File: src/dss_pkg.sv
package dss_pkg;

   // ***********************************************
   // register offsets
   // ***********************************************
   localparam logic [7:0] OFS_DATA_LATCH    = 8'h4d;
   localparam logic [7:0] OFS_SECTOR_TARGET = 8'h6a;
   localparam logic [7:0] OFS_SECTOR_COUNT  = 8'h6b;
   localparam logic [7:0] OFS_BRANCH_TARGET = 8'h6c;
   localparam logic [7:0] OFS_LENGTH_HIGH   = 8'h6d;
   localparam logic [7:0] OFS_LENGTH_LOW    = 8'h6e;
   localparam logic [7:0] OFS_REVISION      = 8'h6f;
   localparam logic [7:0] OFS_DIRECT_PORT   = 8'h70;

   // ***********************************************
   // field layouts and reset values
   // ***********************************************
   localparam int         BRANCH_W       = 5;
   localparam int         LENGTH_W       = 12;
   localparam int         LENGTH_HIGH_W  = 4;
   localparam int         POLARITY_BIT   = 0;
   localparam int         STATUS_POL_BIT = 3;
   localparam logic [7:0] RESET_BYTE     = 8'h00;
   localparam logic [7:0] LAST_COUNT     = 8'h00;
   localparam logic [7:0] REVISION_CODE  = 8'h01; // arbitrary value
   localparam logic [15:0] POINTER_STEP  = 16'h0001;

   // ***********************************************
   // microcontroller access carrier
   // ***********************************************
   typedef struct packed {
      logic       rd;
      logic       wr;
      logic [7:0] addr;
      logic [7:0] wdata;
   } dss_access_t;

   // ***********************************************
   // sequencer event carrier
   // ***********************************************
   typedef struct packed {
      logic eccStart;
      logic eccDone;
      logic sectorEnd;
      logic branchCond;
   } dss_seq_event_t;

endpackage : dss_pkg

File: src/dss_direct_port.sv
// bridges buffer data bus onto microcontroller bus for port 70h
module dss_direct_port
(
   input  wire logic                clk_sys,
   input  wire logic                rst,
   input  wire dss_pkg::dss_access_t acc,
   input  wire logic                autoIncEnable,
   input  wire logic                outputEnableDisable,
   input  wire logic [7:0]          bufDataIn,
   input  wire logic [15:0]         pointerIn,
   output logic                     portHit,
   output logic                     pointerStep,
   output logic [7:0]               bufDataOut,
   output logic                     bufDataOe,
   output logic                     bufWrite,
   output logic                     bufRead,
   output logic                     buffer_output_enable_n,
   output logic [15:0]              bufAddr,
   output logic                     latchLoad
);

   // ***********************************************
   // decode and bus steering
   // ***********************************************
   always_comb
   begin
      portHit   = (acc.addr == dss_pkg::OFS_DIRECT_PORT);
      bufAddr   = pointerIn;
      bufWrite  = portHit && acc.wr;
      bufRead   = portHit && acc.rd;
      bufDataOut = acc.wdata;
      bufDataOe = bufWrite;
      // switch read keeps memory quiet
      buffer_output_enable_n = !(bufRead && !outputEnableDisable);
      latchLoad = bufRead;
      pointerStep = (bufRead || bufWrite) && autoIncEnable;
   end

endmodule : dss_direct_port

File: src/dss_polarity.sv
// applies host polarity select to host reset and interrupt lines
module dss_polarity
(
   input  wire logic polaritySelect,
   input  wire logic hostResetPin,
   input  wire logic hostIrqInternal,
   output logic      hostResetActive,
   output logic      host_interrupt_line
);

   // ***********************************************
   // polarity mapping: set = drive-cable, clear = card
   // ***********************************************
   always_comb
   begin
      hostResetActive     = polaritySelect ? !hostResetPin : hostResetPin;
      host_interrupt_line = polaritySelect ? hostIrqInternal
                                           : !hostIrqInternal;
   end

endmodule : dss_polarity

File: src/dss_sector_regs.sv
module dss_sector_regs
#(
   parameter logic [7:0] REVISION = dss_pkg::REVISION_CODE
)
(
   input  wire logic                   clk_sys,
   input  wire logic                   rst,
   input  wire dss_pkg::dss_access_t   acc,
   output logic [7:0]                  rdata,
   output logic                        rdataValid,
   input  wire dss_pkg::dss_seq_event_t seqEvent,
   input  wire logic [7:0]             idFromDisk,
   output logic                        idMatch,
   output logic                        lastSector,
   output logic                        seqHalt,
   output logic                        branchTake,
   output logic [4:0]                  branchAddr,
   input  wire logic                   chipResetBit,
   input  wire logic                   hostResetPin,
   input  wire logic                   hostIrqInternal,
   output logic                        hostResetActive,
   output logic                        host_interrupt_line,
   output logic                        host_polarity_select,
   input  wire logic                   autoIncEnable,
   input  wire logic                   outputEnableDisable,
   input  wire logic [7:0]             bufDataIn,
   output logic [7:0]                  bufDataOut,
   output logic                        bufDataOe,
   output logic                        bufWrite,
   output logic                        bufRead,
   output logic                        buffer_output_enable_n,
   output logic [15:0]                 bufAddr,
   input  wire logic                   pointerLoad,
   input  wire logic [15:0]            pointerLoadValue,
   output logic [15:0]                 disk_buffer_pointer,
   output logic [7:0]                  dataLatch,
   output logic [7:0]                  sectorTarget,
   output logic [7:0]                  sectorCount,
   output logic [11:0]                 fieldLength
);

   // ***********************************************
   // storage
   // ***********************************************
   logic [7:0]  bufSync1;
   logic [7:0]  bufSync2;
   logic        resetSync1;
   logic        resetSync2;
   logic [4:0]  branchTarget;
   logic        portHit;
   logic        pointerStep;
   logic        latchLoad;
   logic        lastArmed;
   logic [7:0]  next_rdata;

   // write strobe for one offset
   function automatic logic wrHit(input dss_pkg::dss_access_t a,
                                  input logic [7:0] ofs);
      wrHit = a.wr && (a.addr == ofs);
   endfunction : wrHit

   // ***********************************************
   // pin synchronisers
   // ***********************************************
   always_ff @(posedge clk_sys)
   begin
      bufSync1   <= bufDataIn;
      bufSync2   <= bufSync1;
      resetSync1 <= hostResetPin;
      resetSync2 <= resetSync1;
   end

   // ***********************************************
   // direct buffer port
   // ***********************************************
   dss_direct_port u_port
   (
      .clk_sys                (clk_sys),
      .rst                    (rst),
      .acc                    (acc),
      .autoIncEnable          (autoIncEnable),
      .outputEnableDisable    (outputEnableDisable),
      .bufDataIn              (bufSync2),
      .pointerIn              (disk_buffer_pointer),
      .portHit                (portHit),
      .pointerStep            (pointerStep),
      .bufDataOut             (bufDataOut),
      .bufDataOe              (bufDataOe),
      .bufWrite               (bufWrite),
      .bufRead                (bufRead),
      .buffer_output_enable_n (buffer_output_enable_n),
      .bufAddr                (bufAddr),
      .latchLoad              (latchLoad)
   );

   // ***********************************************
   // host polarity
   // ***********************************************
   dss_polarity u_pol
   (
      .polaritySelect      (host_polarity_select),
      .hostResetPin        (resetSync2),
      .hostIrqInternal     (hostIrqInternal),
      .hostResetActive     (hostResetActive),
      .host_interrupt_line (host_interrupt_line)
   );

   // ***********************************************
   // sector target
   // ***********************************************
   always_ff @(posedge clk_sys)
   begin
      if (rst)
         sectorTarget <= dss_pkg::RESET_BYTE;
      else if (wrHit(acc, dss_pkg::OFS_SECTOR_TARGET))
         sectorTarget <= acc.wdata;
      else if (seqEvent.eccDone)
         sectorTarget <= sectorTarget + 8'h01;
   end

   // id search compare
   assign idMatch = (idFromDisk == sectorTarget);

   // ***********************************************
   // sector count
   // ***********************************************
   always_ff @(posedge clk_sys)
   begin
      if (rst)
         sectorCount <= dss_pkg::RESET_BYTE;
      else if (wrHit(acc, dss_pkg::OFS_SECTOR_COUNT))
         sectorCount <= acc.wdata;
      else if (seqEvent.eccStart)
         sectorCount <= sectorCount - 8'h01;
   end

   // last sector detect and halt
   assign lastSector = (sectorCount == dss_pkg::LAST_COUNT)
                       && seqEvent.branchCond;

   always_ff @(posedge clk_sys)
   begin
      if (rst || chipResetBit)
         lastArmed <= 1'b0;
      else if (lastSector)
         lastArmed <= 1'b1;
      else if (seqEvent.sectorEnd)
         lastArmed <= 1'b0;
   end

   // halt pulse at end of final sector
   assign seqHalt = seqEvent.sectorEnd && (lastArmed || lastSector);

   // ***********************************************
   // branch target
   // ***********************************************
   always_ff @(posedge clk_sys)
   begin
      if (rst || chipResetBit)
         branchTarget <= '0;
      else if (wrHit(acc, dss_pkg::OFS_BRANCH_TARGET))
         branchTarget <= acc.wdata[dss_pkg::BRANCH_W-1:0];
   end

   assign branchAddr = branchTarget;
   assign branchTake = seqEvent.branchCond;

   // ***********************************************
   // field length register
   // ***********************************************
   always_ff @(posedge clk_sys)
   begin
      if (rst)
         fieldLength <= '0;
      else
      begin
         if (wrHit(acc, dss_pkg::OFS_LENGTH_HIGH))
            fieldLength[11:8] <= acc.wdata[dss_pkg::LENGTH_HIGH_W-1:0];
         if (wrHit(acc, dss_pkg::OFS_LENGTH_LOW))
            fieldLength[7:0] <= acc.wdata;
      end
   end

   // ***********************************************
   // polarity control (write side of 6fh)
   // ***********************************************
   always_ff @(posedge clk_sys)
   begin
      if (rst)
         host_polarity_select <= 1'b0;
      else if (wrHit(acc, dss_pkg::OFS_REVISION))
         host_polarity_select <= acc.wdata[dss_pkg::POLARITY_BIT];
   end

   // ***********************************************
   // disk buffer pointer
   // ***********************************************
   always_ff @(posedge clk_sys)
   begin
      if (rst)
         disk_buffer_pointer <= '0;
      else if (pointerLoad)
         disk_buffer_pointer <= pointerLoadValue;
      else if (pointerStep)
         disk_buffer_pointer <= disk_buffer_pointer
                                + dss_pkg::POINTER_STEP;
   end

   // ***********************************************
   // data latch capture
   // ***********************************************
   always_ff @(posedge clk_sys)
   begin
      if (rst)
         dataLatch <= dss_pkg::RESET_BYTE;
      else if (latchLoad)
         dataLatch <= bufSync2;
   end

   // ***********************************************
   // read mux
   // ***********************************************
   always_comb
   begin
      next_rdata = 8'h00;
      case (acc.addr)
         dss_pkg::OFS_SECTOR_TARGET: next_rdata = sectorTarget;
         dss_pkg::OFS_SECTOR_COUNT:  next_rdata = sectorCount;
         dss_pkg::OFS_BRANCH_TARGET: next_rdata = {3'h0, branchTarget};
         dss_pkg::OFS_LENGTH_HIGH:   next_rdata = {4'h0, fieldLength[11:8]};
         dss_pkg::OFS_LENGTH_LOW:    next_rdata = fieldLength[7:0];
         dss_pkg::OFS_REVISION:      next_rdata = REVISION;
         dss_pkg::OFS_DIRECT_PORT:   next_rdata = bufSync2;
         dss_pkg::OFS_DATA_LATCH:    next_rdata = dataLatch;
         default:                    next_rdata = 8'h00;
      endcase
   end

   // registered read data, one cycle after rd
   always_ff @(posedge clk_sys)
   begin
      if (rst)
      begin
         rdata      <= 8'h00;
         rdataValid <= 1'b0;
      end
      else
      begin
         rdataValid <= acc.rd;
         if (acc.rd)
            rdata <= next_rdata;
      end
   end

endmodule : dss_sector_regs

File: config.mk
export PLATFORM = sky130hd
export DESIGN_NAME = dss_sector_regs
export DESIGN_NICKNAME = d
export VERILOG_FILES = /design/src/dss_pkg.sv /design/src/dss_direct_port.sv /design/src/dss_polarity.sv /design/src/dss_sector_regs.sv
export SDC_FILE = /design/constraint.sdc
export NUM_CORES = 1
export LEC_CHECK = 0
export ABC_AREA = 1
export BUFFER_PORTS_ARGS = -buffer_cell sky130_fd_sc_hd__buf_2
export CAP_MARGIN = 20
export CORE_MARGIN = 4
export CORE_UTILIZATION = 40
export CTS_CLUSTER_DIAMETER = 80
export DETAILED_ROUTE_END_ITERATION = 10
export PLACE_DENSITY_LB_ADDON = 0.3
export SYNTH_ARGS = -nofsm -noshare
export SYNTH_HDL_FRONTEND = slang
export SYNTH_HIERARCHICAL = 1
export SYNTH_SLANG_ARGS = --single-unit
File: constraint.sdc
create_clock -name clk_sys -period 2 [get_ports clk_sys]
set_input_delay 0.1 -clock clk_sys [delete_from_list [all_inputs] [get_ports clk_sys]]
set_output_delay 0.1 -clock clk_sys [all_outputs]
set_load 0.01 [all_outputs]
==> run summary <==
CTS tree: built
Total GRT Usage: 20.8%
P per Cell Area: 714 mW/mm^2
Clock Tree Root: clkbuf_16
Number of stages on the worst hold path: 3
Vias: 4894
Skew final: 0.00764 ns
Post-Route WL: 13600 um
Mapped Area: 0.00454 sq mm
Pre-antenna DRT Iters: 5
Crit path kind: register to output pin
ANT cells: 0
Worst slew pin tran: 0.919 ns
RSZ-0062 raised after global routing: no
Core area: 0.0110 sq mm
Min Tclk post-route: 1.74 ns
Number of global-route vias before repair: 4568
Worst Reg-to-Reg Cells: 7
Post-DP HPWL: 10400 um
Nets: 867
Routed len/inst: 14.4 um
Status: completed
Cell Area, Placed: 0.00528 sq mm
Clk buf depth: 2
Clk sinks: 86
H-tree levels: 3
Worst Path Arrival: 1.64 ns
Die Ht: 115 um
Input/output buffers: 162
Mapped Avg Cell Area: 6.89 sq um
Net Count, Synth: 725
Ports: 163
Post-CTS setup repair buffer count: 0
DRC viols: 0
Largest net degree at the start of global routing: 35
Initial Util: 41.3%
Area Growth Syn to Fin: 25.2%
Worst vdd ir: 479 uV
Fin. max-slew vios: 0
Startpoint types: register
Post-Synthesis Cells: 659
Initial antenna violation count: 0
Die area: 0.0131 sq mm
CP dominant cell by count: nor2_1
Hold Crit Class: input pin to register
Max incr delay on CP: 0.36 ns
Crit path required time: 1.90 ns
Post-Place Cells: 920
Share of cells above drive strength 1: 25.2%
Die X: 115 um
Total of max-cap violations: 0
Fin area: 0.00568 sq mm
DR iter-0 viols: 394
Row cnt: 38
CP endpoint kind: output pin
Total CTS buffers: 9
Gr ovfl total: 0
Leakage power: 0.00277 uW
Worst relative slew slack: 38.5%
Warnings, synthesis: 6
Crit-path max FO: 4
GP Congestion: 0.936
Final Core Density: 51.8%
First-pass GRT wire length: 22100 um
Worst path cell trace: inv_1, ha_1, nand3b_1, nor4_2, nor2_1, nor2_1, buf_2
Via-per-instance ratio: 5.17
Fin crit share: 87.1%
Setup TNS: 0 ns
Final setup vio count: 0
Final hold vios: 0
Clk slew on worst S/H paths: 0.07 ns
Routed Antenna Nets: 0
Clock latency on the worst-skew pair: 0.34 ns
# fillers: 1093
Fmax: 574 MHz
Slowest stage cell, crit path: dfxtp_1
Fin cells: 946
state kept, by name, indices dropped and copies added (netlist names):
| register | count |
|---|---|
| bufSync2 | 8 |
| bufSync1 | 8 |
| dataLatch | 8 |
| host_polarity_select | 1 |
| rdata | 8 |
| sectorTarget | 8 |
| fieldLength | 12 |
| rdataValid | 1 |
| disk_buffer_pointer | 16 |
| sectorCount | 8 |
| lastArmed | 1 |
| resetSync1 | 1 |
| resetSync2 | 1 |
| branchAddr | 5 |
timing repair:
| item | 4_1_cts | 5_1_grt |
|---|---|---|
| resized for setup | 0 | 1 |
| endpoints found under the setup margin | 0 | 1 |
| hold endpoints to repair | 10 | 0 |
| hold buffers | 10 | 0 |
critical path: cells and delay by family, from the launching register on:
| family | cells | cell delay, ns |
|---|---|---|
| and+or+nand+nor | 4 | 0.50 |
| DFF | 1 | 0.36 |
| buffers and inverters | 2 | 0.26 |
| adders and majority gates | 1 | 0.18 |
layer usage:
layer  vias up  share of wire [%]  GRT usage [%]
li1       2404                  -              -
met1      2260                 43           27.2
met2       217                 48           36.0
met3        13                7.9           4.02
met4         0               0.76           3.72
met5         -                  0              0
cell type report:
cell class	instances	area (sq um)	area share [%]
flip-flops and latches	86	1720	30.3
clock buffers	9	225	3.96
inverters	81	304	5.35
multi-input cells	445	2230	39.2
well taps	140	175	3.08
clock inverters	7	75.1	1.32
repair buffers	178	956	16.8
worst paths after layout:
path | startpoint | end | slack (ns)
setup / recovery | sectorCount[0] | seqHalt | 0.26
hold / removal | pointerLoadValue[4] | disk_buffer_pointer[4] | 0.04
setup reg to reg | disk_buffer_pointer[0] | disk_buffer_pointer[14] | 0.41
hold reg to reg | bufSync1[5] | bufSync2[5] | 0.33
cell usage in the layout (no fill, tap or decap), types with 2 or more instances in the layout:
cell type	n
a31oi_1	3
buf_4	6
a21oi_1	46
nand2_1	122
o21ai_1	2
dlygate4sd3_1	10
nand2_2	4
nor2_1	71
inv_8	3
clkbuf_16	9
a22oi_1	8
nor3_1	7
xnor2_1	14
dfxtp_1	86
ha_1	4
o21ai_0	45
inv_1	79
buf_2	162
nand3_1	81
xor2_1	8
nor2_2	4
nand3_2	2
o211ai_1	2
nor2_4	2
nand4_1	10
stage by stage:
step           worst slack (ns)  power [uW]  hold WS [ns]
3_3_place_gp              0.321        2390         0.202
2_1_floorplan             0.483        2200         0.128
6_report                  0.259        4060        0.0381
3_5_place_dp              0.219        2400         0.204
5_1_grt                   0.112        4240        0.0563
4_1_cts                   0.136        4090        0.0291
power by group:
group	total [uW]	internal, uW	switching [uW]
clock	1670	886	789
sequential	1850	1780	75.1
combinational	532	216	316
total	4060	2880	1180
Note: power is estimated with default switching activity, not from simulation.
